File: src/verilog/wiper_tap_pkg.sv
// Constants and decode helpers for the hundred-tap wiper code encoder
`default_nettype none
package wiper_tap_pkg;

   // Widths
   localparam int POS_W = 8;
   localparam int CODE_W = 8;
   localparam int TAP_W = 7;
   localparam int SEG_W = 2;

   // Tap range of the hundred_tap_potentiometer
   localparam logic [TAP_W-1:0] TAP_COUNT = 7'h64;
   localparam logic [TAP_W-1:0] MAX_TAP = 7'h63;
   localparam logic signed [POS_W-1:0] MAX_POS_S = 8'sh63;

   // Segment starts, 25 positions each
   localparam logic [TAP_W-1:0] SEG1_START = 7'h19;
   localparam logic [TAP_W-1:0] SEG2_START = 7'h32;
   localparam logic [TAP_W-1:0] SEG3_START = 7'h4B;

   // Segment numbers
   localparam logic [SEG_W-1:0] SEG_ASC_LOW = 2'h0;
   localparam logic [SEG_W-1:0] SEG_DESC_LOW = 2'h1;
   localparam logic [SEG_W-1:0] SEG_ASC_HIGH = 2'h2;
   localparam logic [SEG_W-1:0] SEG_DESC_HIGH = 2'h3;

   // Segment formula constants
   localparam logic [CODE_W-1:0] SEG1_BASE = 8'h51;
   localparam logic [CODE_W-1:0] SEG2_BASE = 8'h0E;
   localparam logic [CODE_W-1:0] SEG3_BASE = 8'hC3;

   // Reset and out-of-range values
   localparam logic [CODE_W-1:0] CODE_RESET = 8'h00;
   localparam logic [CODE_W-1:0] CODE_BELOW = 8'h00;
   localparam logic [CODE_W-1:0] CODE_TOP = 8'h60;

   // Quarter in which a legal tap position falls
   function automatic logic [SEG_W-1:0] segment_of(input logic [TAP_W-1:0] p);
      logic [SEG_W-1:0] s;
      s = SEG_ASC_LOW;
      if (p >= SEG3_START) begin
         s = SEG_DESC_HIGH;
      end else if (p >= SEG2_START) begin
         s = SEG_ASC_HIGH;
      end else if (p >= SEG1_START) begin
         s = SEG_DESC_LOW;
      end
      return s;
   endfunction

endpackage
`default_nettype wire

File: src/verilog/tap_code_if.sv
// Carrier between the encoder core and its registered wrapper
`timescale 1ns/100ps
`default_nettype none
interface tap_code_if;
   logic signed [wiper_tap_pkg::POS_W-1:0] tap_pos;
   logic [wiper_tap_pkg::CODE_W-1:0] code;
   logic [wiper_tap_pkg::SEG_W-1:0] segment;
   logic below;
   logic above;

   modport encoder (
      input tap_pos,
      output code,
      output segment,
      output below,
      output above
   );

   modport user (
      output tap_pos,
      input code,
      input segment,
      input below,
      input above
   );
endinterface
`default_nettype wire

File: src/verilog/wiper_tap_code_encoder.sv
// Registered encoder from tap position to hundred-tap wiper data byte
`timescale 1ns/100ps
`default_nettype none
module wiper_tap_code_encoder (
   // Clock and reset
   input wire logic CLK_SYS,
   input wire logic RST_N,
   // Position request
   input wire logic signed [wiper_tap_pkg::POS_W-1:0] TAP_POS,
   input wire logic TAP_VALID,
   // Encoded byte
   output logic [wiper_tap_pkg::CODE_W-1:0] WIPER_CODE,
   output logic [wiper_tap_pkg::SEG_W-1:0] SEGMENT,
   output logic CODE_VALID,
   // Range flags
   output logic RANGE_LOW,
   output logic RANGE_HIGH
);

   tap_code_if link ();

   logic [wiper_tap_pkg::CODE_W-1:0] code_d;
   logic [wiper_tap_pkg::CODE_W-1:0] code_q;
   logic [wiper_tap_pkg::SEG_W-1:0] seg_d;
   logic [wiper_tap_pkg::SEG_W-1:0] seg_q;
   logic valid_d;
   logic valid_q;
   logic low_d;
   logic low_q;
   logic high_d;
   logic high_q;

   assign link.tap_pos = TAP_POS;

   tap_code_core core (
      .link(link.encoder)
   );

   always_comb begin
      code_d = code_q;
      seg_d = seg_q;
      low_d = low_q;
      high_d = high_q;
      valid_d = TAP_VALID;
      if (TAP_VALID) begin
         code_d = link.code;
         seg_d = link.segment;
         low_d = link.below;
         high_d = link.above;
      end
   end

   always_ff @(posedge CLK_SYS) begin
      if (!RST_N) begin
         code_q <= wiper_tap_pkg::CODE_RESET;
         seg_q <= wiper_tap_pkg::SEG_ASC_LOW;
         valid_q <= 1'b0;
         low_q <= 1'b0;
         high_q <= 1'b0;
      end else begin
         code_q <= code_d;
         seg_q <= seg_d;
         valid_q <= valid_d;
         low_q <= low_d;
         high_q <= high_d;
      end
   end

   assign WIPER_CODE = code_q;
   assign SEGMENT = seg_q;
   assign CODE_VALID = valid_q;
   assign RANGE_LOW = low_q;
   assign RANGE_HIGH = high_q;

   // Request classes for checks
   logic req_seg0;
   logic req_seg1;
   logic req_seg2;
   logic req_seg3;
   logic req_neg;
   logic req_big;

   // Signed window test shared by the four quarter request classes
   function automatic logic in_window(
      input logic signed [wiper_tap_pkg::POS_W-1:0] p,
      input logic signed [wiper_tap_pkg::POS_W-1:0] lo,
      input logic signed [wiper_tap_pkg::POS_W-1:0] hi
   );
      return (p >= lo) && (p <= hi);
   endfunction

   assign req_seg0 = TAP_VALID && in_window(TAP_POS, 8'sh00, 8'sh18);
   assign req_seg1 = TAP_VALID && in_window(TAP_POS, 8'sh19, 8'sh31);
   assign req_seg2 = TAP_VALID && in_window(TAP_POS, 8'sh32, 8'sh4A);
   assign req_seg3 = TAP_VALID && in_window(TAP_POS, 8'sh4B, 8'sh63);
   assign req_neg = TAP_VALID && (TAP_POS < 0);
   assign req_big = TAP_VALID && (TAP_POS > 8'sh63);

   code_valid_a: assert property (
      @(posedge CLK_SYS) disable iff (!RST_N)
      TAP_VALID |=> CODE_VALID
   ) else $error("code valid did not follow request");

   code_hold_a: assert property (
      @(posedge CLK_SYS) disable iff (!RST_N)
      (!TAP_VALID ##1 !TAP_VALID) |=> ($stable(WIPER_CODE) && !CODE_VALID)
   ) else $error("code changed without request");

   ident_map_a: assert property (
      @(posedge CLK_SYS) disable iff (!RST_N)
      req_seg0 |=> (WIPER_CODE == $past(TAP_POS)) && (SEGMENT == 2'h0)
   ) else $error("first quarter code wrong");

   desc_low_a: assert property (
      @(posedge CLK_SYS) disable iff (!RST_N)
      req_seg1 |=> (WIPER_CODE == 8'(8'h51 - $past(TAP_POS)))
         && (WIPER_CODE <= 8'h38) && (WIPER_CODE >= 8'h20)
   ) else $error("second quarter code wrong");

   asc_high_a: assert property (
      @(posedge CLK_SYS) disable iff (!RST_N)
      req_seg2 |=> (WIPER_CODE == 8'(8'h0E + $past(TAP_POS)))
         && (WIPER_CODE >= 8'h40) && (WIPER_CODE <= 8'h58)
   ) else $error("third quarter code wrong");

   desc_high_a: assert property (
      @(posedge CLK_SYS) disable iff (!RST_N)
      req_seg3 |=> (WIPER_CODE == 8'(8'hC3 - $past(TAP_POS)))
         && (WIPER_CODE <= 8'h78) && (WIPER_CODE >= 8'h60)
   ) else $error("fourth quarter code wrong");

   below_zero_a: assert property (
      @(posedge CLK_SYS) disable iff (!RST_N)
      req_neg |=> (WIPER_CODE == 8'h00) && RANGE_LOW && !RANGE_HIGH
   ) else $error("negative position not zeroed");

   above_top_a: assert property (
      @(posedge CLK_SYS) disable iff (!RST_N)
      req_big |=> (WIPER_CODE == 8'h60) && RANGE_HIGH && !RANGE_LOW
   ) else $error("large position not saturated");

   legal_flags_a: assert property (
      @(posedge CLK_SYS) disable iff (!RST_N)
      (req_seg0 || req_seg1 || req_seg2 || req_seg3) |=> (!RANGE_LOW && !RANGE_HIGH)
   ) else $error("range flag on legal position");

   valid_pulse_a: assert property (
      @(posedge CLK_SYS) disable iff (!RST_N)
      !TAP_VALID |=> !CODE_VALID
   ) else $error("code valid without request");

   flags_hold_a: assert property (
      @(posedge CLK_SYS) disable iff (!RST_N)
      !TAP_VALID |=> $stable(SEGMENT) && $stable(RANGE_LOW) && $stable(RANGE_HIGH)
   ) else $error("quarter or flags changed without request");

   quarter_seg_a: assert property (
      @(posedge CLK_SYS) disable iff (!RST_N)
      (req_seg1 |=> (SEGMENT == wiper_tap_pkg::SEG_DESC_LOW))
         and (req_seg2 |=> (SEGMENT == wiper_tap_pkg::SEG_ASC_HIGH))
         and (req_seg3 |=> (SEGMENT == wiper_tap_pkg::SEG_DESC_HIGH))
   ) else $error("quarter number wrong");

   clamp_seg_a: assert property (
      @(posedge CLK_SYS) disable iff (!RST_N)
      (req_neg |=> (SEGMENT == wiper_tap_pkg::SEG_ASC_LOW))
         and (req_big |=> (SEGMENT == wiper_tap_pkg::SEG_DESC_HIGH))
   ) else $error("clamped quarter number wrong");

   reset_clear_a: assert property (
      @(posedge CLK_SYS)
      !RST_N |=> (WIPER_CODE == wiper_tap_pkg::CODE_RESET) && !CODE_VALID
         && !RANGE_LOW && !RANGE_HIGH && (SEGMENT == wiper_tap_pkg::SEG_ASC_LOW)
   ) else $error("outputs not cleared by reset");

   // Scenario coverage
   seam_low_c: cover property (
      @(posedge CLK_SYS) disable iff (!RST_N)
      (TAP_VALID && TAP_POS == 8'sh18) ##1 (TAP_VALID && TAP_POS == 8'sh19)
   );

   seam_mid_c: cover property (
      @(posedge CLK_SYS) disable iff (!RST_N)
      (TAP_VALID && TAP_POS == 8'sh31) ##1 (TAP_VALID && TAP_POS == 8'sh32)
   );

   seam_high_c: cover property (
      @(posedge CLK_SYS) disable iff (!RST_N)
      (TAP_VALID && TAP_POS == 8'sh4A) ##1 (TAP_VALID && TAP_POS == 8'sh4B)
   );

   clamp_both_c: cover property (
      @(posedge CLK_SYS) disable iff (!RST_N)
      req_neg ##1 req_big
   );

   hold_after_c: cover property (
      @(posedge CLK_SYS) disable iff (!RST_N)
      req_big ##1 !TAP_VALID ##1 !TAP_VALID
   );

endmodule
`default_nettype wire

File: src/verilog/tap_code_core.sv
// Combinational tap position to wiper data byte translation
`timescale 1ns/100ps
`default_nettype none
module tap_code_core (
   // Position in, code out
   tap_code_if.encoder link
);

   logic [wiper_tap_pkg::TAP_W-1:0] clamp;
   logic [wiper_tap_pkg::SEG_W-1:0] seg;

   always_comb begin
      clamp = {wiper_tap_pkg::TAP_W{1'b0}};
      link.below = 1'b0;
      link.above = 1'b0;
      if (link.tap_pos < 0) begin
         link.below = 1'b1;
      end else if (link.tap_pos > wiper_tap_pkg::MAX_POS_S) begin
         link.above = 1'b1;
         clamp = wiper_tap_pkg::MAX_TAP;
      end else begin
         clamp = link.tap_pos[wiper_tap_pkg::TAP_W-1:0];
      end
   end

   always_comb begin
      seg = wiper_tap_pkg::segment_of(clamp);
      link.segment = seg;
      case (seg)
         wiper_tap_pkg::SEG_ASC_LOW: begin
            link.code = {1'b0, clamp};
         end
         wiper_tap_pkg::SEG_DESC_LOW: begin
            link.code = wiper_tap_pkg::SEG1_BASE - {1'b0, clamp};
         end
         wiper_tap_pkg::SEG_ASC_HIGH: begin
            link.code = wiper_tap_pkg::SEG2_BASE + {1'b0, clamp};
         end
         wiper_tap_pkg::SEG_DESC_HIGH: begin
            link.code = wiper_tap_pkg::SEG3_BASE - {1'b0, clamp};
         end
         default: begin
            link.code = wiper_tap_pkg::CODE_RESET;
         end
      endcase
   end

endmodule
`default_nettype wire

File: config.mk
export PLATFORM = sky130hd
export DESIGN_NAME = wiper_tap_code_encoder
export DESIGN_NICKNAME = d
export VERILOG_FILES = /design/src/verilog/wiper_tap_pkg.sv /design/src/verilog/tap_code_if.sv /design/src/verilog/wiper_tap_code_encoder.sv /design/src/verilog/tap_code_core.sv
export SDC_FILE = /design/constraint.sdc
export NUM_CORES = 1
export LEC_CHECK = 0
export ABC_AREA = 1
export ABC_CLOCK_PERIOD_IN_PS = 6700
export BUFFER_PORTS_ARGS = -buffer_cell sky130_fd_sc_hd__clkbuf_2
export CAP_MARGIN = 20
export CORE_UTILIZATION = 55
export DETAILED_ROUTE_END_ITERATION = 6
export PLACE_DENSITY = 0.76
export SYNTH_ARGS = -nofsm -noshare
export SYNTH_HDL_FRONTEND = slang
export SYNTH_SLANG_ARGS = --single-unit
export TNS_END_PERCENT = 10
File: constraint.sdc
create_clock -name CLK_SYS -period 6.7 [get_ports CLK_SYS]
set_input_delay 2.01 -clock CLK_SYS [delete_from_list [all_inputs] [get_ports CLK_SYS]]
set_output_delay 2.01 -clock CLK_SYS [all_outputs]
set_load 0.005 [all_outputs]
==> results by group, run 1 <==
Setup path
  • CP Capture Type: register
  • CP Buf/Inv Count: 3
  • Crit path max-delay family: simple AND/OR/NAND/NOR gates
  • Most used cell, CP: nand2_1
  • Kind of critical path: in2reg
  • CP required: 6.87 ns
  • Worst EP arrival: 4.17 ns
  • Setup crit start kind: input port
  • Slowest cell on crit path: ha_1
  • Crit path cell chain: clkbuf_2, inv_2, nand2_2, nor2_4, nand2_8, nand3_1, ha_1, nand2_1, nor2_1, nand2_1, nand2_1, nand2_1, nand2_4, inv_2, a21oi_1, nand3_1, nand2_1, nand2_1
  • R2r setup slk: 6.08 ns
  • Crit-path max FO: 11
  • Max incr delay on CP: 0.27 ns

STA
  • RSZ-0062 raised after global routing: no
  • Count of final hold-check violations: 0
  • Tcrit/Tclk final: 59.6%
  • Slew @ Worst Pin: 0.620 ns
  • Final Setup Violations: 0
  • Max Fclk: 0.250 GHz
  • Fin crit period: 4.00 ns
  • Sum of negative setup slack: 0 ns
  • Final setup skew: 0 ns
  • Final Max Slew Viols: 0
  • Slew margin rel.: 58.5%

Logic synthesis
  • Sequential area share after synthesis: 21.1%
  • Mapped Area: 1230 sq um
  • Synth top area share: 21.1%
  • Warnings from Yosys: 0
  • Largest cells by area after synthesis: dfxtp_1 21%, nand2_1 20%, nand3_1 8.1%
  • Ys async rst share: 0%
  • Post-synth cell types: 32
  • Top cell type by total area after synthesis: dfxtp_1
  • Number of synthesized register bits: 13
  • Leading register cell type out of synthesis: dfxtp_1
  • Number of flops mapped to enable cells by yosys: 0
  • Syn_nets: 212
  • Syn_area_per_cell: 6.31 sq um
  • Gate Count Post-Synth: 195

Placement
  • Port Buffers: 23
  • Placer congestion estimate: 1.02
  • Dpl hpwl: 2.38 mm
  • Placed Instance Area: 1370 sq um

Cells and area
  • Nets: 239
  • Area growth syn-to-layout: 13.3%
  • Ant. Diodes: 0
  • Final core occ: 68.3%
  • Most frequent cells in the layout: 67 x nand2_1, 23 x clkbuf_2, 20 x nand3_1, 19 x inv_1, 13 x dfxtp_1
  • Most common cell after layout, fill and taps aside: nand2_1
  • Post-route cell area: 1400 sq um
  • Share of cells above drive strength 1: 25.8%

Route
  • Via density: 5.49
  • ANT nets after route: 0
  • Via count: 1362
  • Drt drc: 0
  • Final WL: 2.92 mm
  • Drt pass-1 iters: 4
  • DR WL/cell: 11.8 um
  • Initial drt markers: 51

Clock network
  • Worst-Skew Late Latency: 0.27 ns
  • CTS Buf Count: 3
  • Worst-path clk slew: 0.07 ns
  • Postcts setup bufs: 0
  • Post-cts sizing count: 0
  • CTS max path bufs: 2
  • Total clock sinks: 13
  • CTS Hold Bufs: 0
  • Clk root buf: clkbuf_4
  • Htree depth: 1
  • CTS tree: built

GRT
  • Initial antenna violation count: 0
  • Number of global-route vias before repair: 1173
  • Largest net degree at the start of global routing: 12
  • GR Overflow Total: 0
  • First-pass GRT wire length: 4.91 mm
  • GRT Util Overall: 26.0%

Die
  • Die area: 2430 sq um
  • Core area: 2040 sq um
  • DIE WIDTH: 49.3 um
  • I/O Pins: 24
  • Row count: 16
  • Die height: 49.3 um
  • Initial Util: 60.3%

Pwr
  • Worst IR drop on VDD: 154 uV
  • Pwr/cell area: 148 nW/um^2
  • Total power: 0.000206 W
  • Leakage: 0.772 nW

Worst hold path
  • Worst hold path type: reg2reg

Run status
  • Outcome: complete, no violations

Flow run
  • Max Cap Viol: 0
## power by group
group          switching [W]  internal (W)  leakage (nW)  total (W)
combinational      0.0000478     0.0000262         0.651  0.0000740
sequential        0.00000249     0.0000824         0.107  0.0000849
clock              0.0000245     0.0000231        0.0150  0.0000475
## synth_stat cells (2+ instances only)
| cell type | count |
|---|---|
| nor2_4 | 4 |
| nand2_2 | 7 |
| nor2_2 | 2 |
| o21ai_0 | 7 |
| ha_1 | 6 |
| nand3_1 | 20 |
| nand4_1 | 4 |
| nand2_4 | 4 |
| nand2_1 | 67 |
| nor2_1 | 12 |
| a21oi_1 | 2 |
| inv_1 | 19 |
| inv_2 | 8 |
| xor2_1 | 3 |
| dfxtp_1 | 13 |
## layout make-up
class | instances | area (sq um)
Clock buffer | 4 | 26.3
Fill cell | 192 | 647
Inverter | 29 | 114
Multi-Input combinational cell | 152 | 846
Sequential cell | 13 | 260
Tap cell | 27 | 33.8
Timing Repair Buffer | 23 | 115
## sequential cells by signal, summed over array words and instances, names as in the netlist
register / cells
RANGE_HIGH: 1
WIPER_CODE: 8
SEGMENT: 2
CODE_VALID: 1
RANGE_LOW: 1
## worst paths after layout
path,cells past startpoint,startpoint,to
worst max-delay path,18,TAP_POS[7],WIPER_CODE[4]
worst max register to register,4,WIPER_CODE[2],WIPER_CODE[2]
worst min-delay path,2,WIPER_CODE[4],WIPER_CODE[4]
worst min register to register,2,WIPER_CODE[4],WIPER_CODE[4]
## metrics by stage
step                      hold slack, ns  worst slack [ns]  instances
after floorplan                    0.448              3.06        195
after global placement             0.438              2.56        244
after detailed placement           0.444              2.43        244
after CTS                          0.458              2.72        248
final                              0.455              2.70        248
after global routing               0.472              2.52        248
## logic make-up after synthesis
group           after synthesis  share of synthesized area, %
flops                        13                          21.1
simple gates                124                          49.6
fa+ha+maj                     6                          6.10
xor+xnor                      4                          2.85
buf+inv                      30                          10.2
compound gates               18                          10.2
## metal layers
metal / global-route usage (%) / vias up / part of all wire [%]
met4: 11.3 / 0 / 3.5
met3: 6.85 / 13 / 7.4
met2: 41.3 / 68 / 45
li1: - / 672 / -
met5: 0 / - / 0
met1: 32.6 / 609 / 44
## tightest hold or removal path, stage by stage (launching register included)
cell and delay, ns:
dfxtp_1 0.31, nand2_1 0.06, nand2_1 0.04
Note: power is estimated with default switching activity, not from simulation.
==> inputs of run 2 (changes only) <==
Settings changed: ABC_CLOCK_PERIOD_IN_PS 6700 to 3500, CORE_UTILIZATION 55 to 49, PLACE_DENSITY 0.76 to 0.71.
Clock period 6.7 ns to 3.5 ns, I/O delays scaled along.
==> results by group, run 2 (synthesized netlist as in run 1, its figures left out) <==
STA
  • Final Max Slew Viols: 0 (unchanged)
  • Final Setup Violations: 0 (unchanged)
  • Tcrit/Tclk final: 86.9%
  • Slew margin rel.: 57.7% (-0.82 points)
  • RSZ-0062 raised after global routing: no
  • Count of final hold-check violations: 0 (unchanged)
  • Slew @ Worst Pin: 0.632 ns (+0.0123 ns)
  • Final setup skew: 0 ns (unchanged)
  • Sum of negative setup slack: 0 ns (unchanged)
  • Fin crit period: 3.04 ns
  • Max Fclk: 0.329 GHz

Setup path
  • FF-to-FF path depth: 4 (unchanged)
  • Worst R2R End: WIPER_CODE[0]
  • Worst EP arrival: 3.27 ns (-0.90 ns)
  • Setup crit start kind: input port
  • Kind of critical path: in2reg
  • Crit-path max FO: 11 (unchanged)
  • R2r setup slk: 2.88 ns (-3.20 ns)
  • CP Capture Type: register
  • CP required: 3.73 ns (-3.14 ns)
  • Reg2reg start: WIPER_CODE[0]

GRT
  • Initial antenna violation count: 0 (unchanged)
  • Number of global-route vias before repair: 1169 (-0.34%)
  • Met2 global-route usage: 43.6% (+2.3 points)
  • First-pass GRT wire length: 5.22 mm (+6.3%)
  • Largest net degree at the start of global routing: 12 (unchanged)
  • GR Overflow Total: 0 (unchanged)
  • GR Layer Usage met3: 5.26% (-1.6 points)
  • Met1 Track Usage GR: 34.9% (+2.3 points)
  • Layer with the highest usage: met2
  • GRT Util Overall: 26.2% (+0.18 points)

Cells and area
  • FILL cells: 248 (+29%)
  • Area growth syn-to-layout: 13.4% (about the same)
  • Max reg flops: 8 (unchanged)
  • Nets: 239 (unchanged)
  • Most common cell after layout, fill and taps aside: nand2_1
  • Most frequent cells in the layout: 67 x nand2_1, 23 x clkbuf_2, 20 x nand3_1, 19 x inv_1, 13 x dfxtp_1
  • Largest reg by FF count: WIPER_CODE
  • Sequential cell area: 260 sq um (unchanged)
  • Area of the multi-input gates: 846 sq um (unchanged)
  • Share of cells above drive strength 1: 25.8% (unchanged)
  • Final core occ: 60.8% (-7.5 points)
  • Ant. Diodes: 0 (unchanged)
  • Non-Filler Instances: 249 (+0.40%)

Route
  • Final WL: 3.04 mm (+4.1%)
  • Initial drt markers: 56 (+9.8%)
  • Via count: 1329 (-2.4%)
  • DR WL/cell: 12.2 um (+3.7%)
  • Drt pass-1 iters: 4 (unchanged)
  • ANT nets after route: 0 (unchanged)
  • Via density: 5.34 (-2.8%)
  • Drt drc: 0 (unchanged)

Clock network
  • Postcts setup bufs: 0 (unchanged)
  • Total clock sinks: 13 (unchanged)
  • Htree depth: 1 (unchanged)
  • Worst-Skew Late Latency: 0.28 ns (about the same)
  • CTS max path bufs: 2 (unchanged)
  • CTS Hold Bufs: 0 (unchanged)
  • Worst-path clk slew: 0.08 ns (about the same)
  • Post-cts sizing count: 0 (unchanged)
  • CTS tree: built
  • Clk root buf: clkbuf_4
  • CTS Buf Count: 3 (unchanged)

Die
  • Initial Util: 53.6% (-6.7 points)
  • Core area: 2300 sq um (+12%)
  • Die height: 52.1 um (+5.7%)
  • Die area: 2720 sq um (+12%)
  • DIE WIDTH: 52.1 um (+5.7%)
  • Row count: 17 (+1)
  • I/O Pins: 24 (unchanged)

Run status
  • Outcome: complete, no violations

Pwr
  • Leakage: 0.772 nW (unchanged)
  • Pwr/cell area: 284 nW/um^2 (+92%)
  • Worst IR drop on VDD: 294 uV (+90%)
  • Total power: 0.000397 W (+92%)

Placement
  • Cells after DPL: 245 (+0.41%)
  • Dpl hpwl: 2.49 mm (+4.6%)
  • Port Buffers: 23 (unchanged)
  • Placer congestion estimate: 0.977 (-3.8%)

Worst hold path
  • WHS Path Cells: 2 (unchanged)
  • Hold_sp: WIPER_CODE[4]
  • Endpoint, Worst Hold: WIPER_CODE[4]
  • Worst hold path type: reg2reg

Flow run
  • Max Cap Viol: 0 (unchanged)
-- run 2: cell counts in the layout (fill, tap and decap cells not counted) --
No cell type changed its count.
-- run 2: metrics by stage --
stage	area (sq um)	setup slack (ns)	hold slack [ns]
after floorplan	1230	0.818	0.448
after global placement	1370	0.294	0.438
after detailed placement	1370	0.178	0.445
after CTS	1400	0.472	0.459
after global routing	1400	0.193	0.476
final	1400	0.458	0.456
-- run 2: final cells by class --
class / instances / area share [%]
Clock buffer: 4 / 1.88
Timing Repair Buffer: 23 / 8.24
Multi-Input combinational cell: 152 / 60.6
Sequential cell: 13 / 18.6
Tap cell: 28 / 2.51
Inverter: 29 / 8.15
-- run 2: worst max path at each step --
stage / from / end / cells after the start
global placement: TAP_POS[7] / WIPER_CODE[4] / 18
CTS: TAP_POS[7] / WIPER_CODE[6] / 15
detailed placement: TAP_POS[7] / WIPER_CODE[6] / 15
global route: TAP_POS[7] / WIPER_CODE[6] / 15
floorplan: TAP_POS[7] / WIPER_CODE[5] / 15
finish: TAP_POS[7] / WIPER_CODE[6] / 15
-- run 2: critical path: stages --
cell	delay, ns
clkbuf_2	0.13
inv_2	0.20
nand2_2	0.16
nor2_4	0.16
nand2_8	0.09
nand3_1	0.27
ha_1	0.32
nand3_1	0.16
nand2_1	0.09
nand2_1	0.08
o21ai_0	0.24
nand3_1	0.12
nand3_1	0.09
nand2_1	0.05
nand2_1	0.05
-- run 2: per-layer routing --
layer / routed length, um / vias to the layer above
met1: 1410 / 586
met2: 1400 / 63
li1: - / 676
met4: 28 / 0
met3: 209 / 4
met5: 0 / -
-- run 2: report_power, final --
group          leakage (nW)  switching (W)  internal, W
Clock                0.0150      0.0000476    0.0000443
Sequential            0.107     0.00000456     0.000158
Combinational         0.651      0.0000924    0.0000504
==> inputs of run 3 (changes only) <==
Settings changed: CORE_UTILIZATION 49 to 50, PLACE_DENSITY 0.71 to 0.72, SYNTH_HIERARCHICAL set to 1.
==> results by group, run 3 <==
Route
  • Via count: 1269 (-4.5%)
  • Drt pass-1 iters: 4 (unchanged)
  • Via density: 4.79 (-10%)
  • DR WL/cell: 10.2 um (-16%)
  • Drt drc: 0 (unchanged)
  • ANT nets after route: 0 (unchanged)
  • Final WL: 2.71 mm (-11%)
  • Initial drt markers: 29 (-48%)

Clock network
  • CTS Hold Bufs: 0 (unchanged)
  • Clk root buf: clkbuf_4
  • Worst-Skew Late Latency: 0.27 ns (about the same)
  • Post-cts sizing count: 0 (unchanged)
  • Postcts setup bufs: 0 (unchanged)
  • CTS Buf Count: 3 (unchanged)
  • CTS max path bufs: 2 (unchanged)
  • Total clock sinks: 13 (unchanged)
  • Worst-path clk slew: 0.08 ns (about the same)
  • CTS tree: built
  • Htree depth: 1 (unchanged)

Cells and area
  • Max reg flops: 8 (unchanged)
  • Share of cells above drive strength 1: 23.8% (-2.0 points)
  • FILL cells: 264 (+6.5%)
  • Largest reg by FF count: WIPER_CODE
  • Nets: 253 (+5.9%)
  • Non-Filler Instances: 265 (+6.4%)
  • Most frequent cells in the layout: 62 x nand2_1, 34 x inv_1, 30 x nor2_1, 23 x clkbuf_2, 13 x dfxtp_1
  • Most common cell after layout, fill and taps aside: nand2_1
  • Area growth syn-to-layout: 9.51%
  • Post-route cell area: 1460 sq um (+4.2%)
  • Ant. Diodes: 0 (unchanged)

Logic synthesis
  • Largest family of logic cells by synthesized area: simple AND/OR/NAND/NOR gates
  • Number of flops mapped to enable cells by yosys: 0 (unchanged)
  • Syn_nets: 230 (+8.5%)
  • Leading register cell type out of synthesis: dfxtp_1
  • Compound-Gate Fraction of Synth Area: 3.77% (-6.4 points)
  • Top post-synthesis cells by count: 62 x nand2_1, 34 x inv_1, 30 x nor2_1
  • Post-synth cell types: 28 (-13%)
  • Ys async rst share: 0% (unchanged)
  • XOR/XNOR Fraction of Synth Area: 5.84% (+3.0 points)
  • Post-Synth Simple-Gate Area: 49.5% (-0.064 points)
  • Warnings from Yosys: 6 (+6)
  • Synth top area share: 19.6% (-1.6 points)
  • Sequential area share after synthesis: 19.6% (-1.6 points)
  • Mapped Area: 1330 sq um (+7.9%)
  • Syn_area_per_cell: 6.24 sq um (-1.2%)
  • Most common cell in the synthesized netlist: nand2_1
  • Gate Count Post-Synth: 213 (+9.2%)
  • Top cell type by total area after synthesis: dfxtp_1
  • Number of synthesized register bits: 13 (unchanged)
  • Mux contribution to synthesized area: 0% (unchanged)
  • Adder-cell area share of the yosys netlist: 5.65% (-0.45 points)
  • Largest cells by area after synthesis: dfxtp_1 20%, nand2_1 18%, inv_1 9.6%

STA
  • Slew margin rel.: 70.0% (+12 points)
  • Fin crit period: 3.05 ns (+0.0111 ns)
  • Max Fclk: 0.328 GHz (-0.36%)
  • RSZ-0062 raised after global routing: no
  • Count of final hold-check violations: 0 (unchanged)
  • Final setup skew: 0 ns (unchanged)
  • Tcrit/Tclk final: 87.2% (+0.32 points)
  • Sum of negative setup slack: 0 ns (unchanged)
  • Final Setup Violations: 0 (unchanged)
  • Slew @ Worst Pin: 0.450 ns (-0.182 ns)
  • Final Max Slew Viols: 0 (unchanged)
  • WHS: 0.469 ns (+0.0132 ns)

GRT
  • Initial antenna violation count: 0 (unchanged)
  • Largest net degree at the start of global routing: 26 (+14)
  • Number of global-route vias before repair: 1073 (-8.2%)
  • GRT Util Overall: 21.4% (-4.7 points)
  • GR Overflow Total: 0 (unchanged)
  • First-pass GRT wire length: 4.46 mm (-15%)

Setup path
  • Slowest cell on crit path: a21oi_4
  • Most used cell, CP: nand2_1
  • Kind of critical path: in2reg
  • CP required: 3.67 ns (-0.06 ns)
  • CP Buf/Inv Count: 4 (+2)
  • CP Depth: 20 (+5)
  • Max incr delay on CP: 0.26 ns (-0.06 ns)
  • Worst EP arrival: 3.22 ns (-0.05 ns)
  • Crit-path max FO: 9 (-2)
  • Setup crit start kind: input port
  • Crit path cell chain: clkbuf_2, inv_4, nand2_4, nor2_4, nand2_4, nand2_1, nor2_4, ha_1, inv_1, nor3_1, nand3_1, nand2_1, nand2_2, a21oi_4, nor2_4, xor2_2, inv_1, nand2_1, nand2_1, nor2_1
  • Crit path max-delay family: simple AND/OR/NAND/NOR gates
  • CP Capture Type: register
  • FF-to-FF path depth: 2 (-2)

Pwr
  • Combinational power share: 37.7% (+1.7 points)
  • Pwr/cell area: 281 nW/um^2 (-1.3%)
  • Leakage: 0.836 nW (+8.2%)
  • Seq pwr share: 40.2% (-0.7 points)
  • Switching share of power: 36.3% (-0.073 points)
  • Internal power: 0.000260 W (+3.0%)
  • Worst IR drop on VDD: 303 uV (+3.0%)
  • Clock power share: 22.1% (-1.0 points)
  • Switch Pwr: 0.000148 W (+2.7%)

Worst hold path
  • Worst hold path type: reg2reg
  • WHS Path Cells: 2 (unchanged)

Die
  • Die height: 53.6 um (+2.7%)
  • DIE WIDTH: 53.6 um (+2.7%)
  • Initial Util: 53.2% (-0.44 points)
  • I/O Pins: 24 (unchanged)
  • Die area: 2870 sq um (+5.5%)
  • Row count: 18 (+1)
  • Core area: 2500 sq um (+8.8%)

Placement
  • Dpl hpwl: 2.20 mm (-12%)
  • Port Buffers: 23 (unchanged)
  • Placed Instance Area: 1430 sq um (+4.3%)
  • Cells after DPL: 261 (+6.5%)
  • Placer congestion estimate: 0.832 (-15%)

Run status
  • Outcome: complete, no violations

Flow run
  • Max Cap Viol: 0 (unchanged)
-- run 3: per-stage QoR --
stage | setup slack (ns) | util, % | total power [W]
6_report | 0.447 | 58.2 | 0.000408
5_1_grt | 0.133 | 58.2 | 0.000443
4_1_cts | 0.472 | 58.2 | 0.000413
3_5_place_dp | 0.196 | 57.2 | 0.000322
3_3_place_gp | 0.135 | 57.2 | 0.000322
2_1_floorplan | 0.684 | - | 0.000287
-- run 3: per-layer routing --
| layer | share of wire [%] | GRT usage (%) | up-vias | wire [um] |
|---|---|---|---|---|
| met3 | 4.3 | 5.65 | 0 | 116 |
| met5 | 0 | 0 | - | 0 |
| li1 | - | - | 685 | - |
| met4 | 0 | 3.07 | 0 | 0 |
| met2 | 48 | 37.9 | 28 | 1290 |
| met1 | 48 | 26.2 | 556 | 1300 |
-- run 3: cell families after synthesis --
family                     count (synthesis)
adders and majority gates                  6
AOI/OAI and AO/OA                          7
buffers and inverters                     45
and+or+nand+nor                          134
DFF                                       13
xor gates and xnor gates                   8
-- run 3: layout make-up --
cell class	count	area (sq um)	area share, %
tap	30	37.5	2.58
inverter	40	155	10.7
sequential	13	260	17.9
multi-input combinational	155	861	59.2
clock buffer	4	26.3	1.81
timing repair buffer	23	115	7.91
-- run 3: power by group through the flow --
| stage | Combinational, W | Sequential, W | Clock, W |
|---|---|---|---|
| 6_report | 0.000154 | 0.000164 | 0.0000903 |
| 5_1_grt | 0.000176 | 0.000166 | 0.000101 |
| 4_1_cts | 0.000154 | 0.000164 | 0.0000943 |
| 3_5_place_dp | 0.000154 | 0.000168 | 0 |
| 3_3_place_gp | 0.000154 | 0.000167 | 0 |
| 2_1_floorplan | 0.000118 | 0.000169 | 0 |
-- run 3: final timing paths --
check / start / slack, ns / end
setup reg to reg: SEGMENT[0] / 2.90 / SEGMENT[0]
hold reg to reg: WIPER_CODE[4] / 0.47 / WIPER_CODE[4]
setup / recovery: TAP_POS[7] / 0.45 / WIPER_CODE[0]
hold / removal: WIPER_CODE[4] / 0.47 / WIPER_CODE[4]
-- run 3: tightest hold or removal path: stages (launching register included) --
cell and delay [ns]:
dfxtp_1 0.31, nor2_1 0.08, nor2_1 0.05
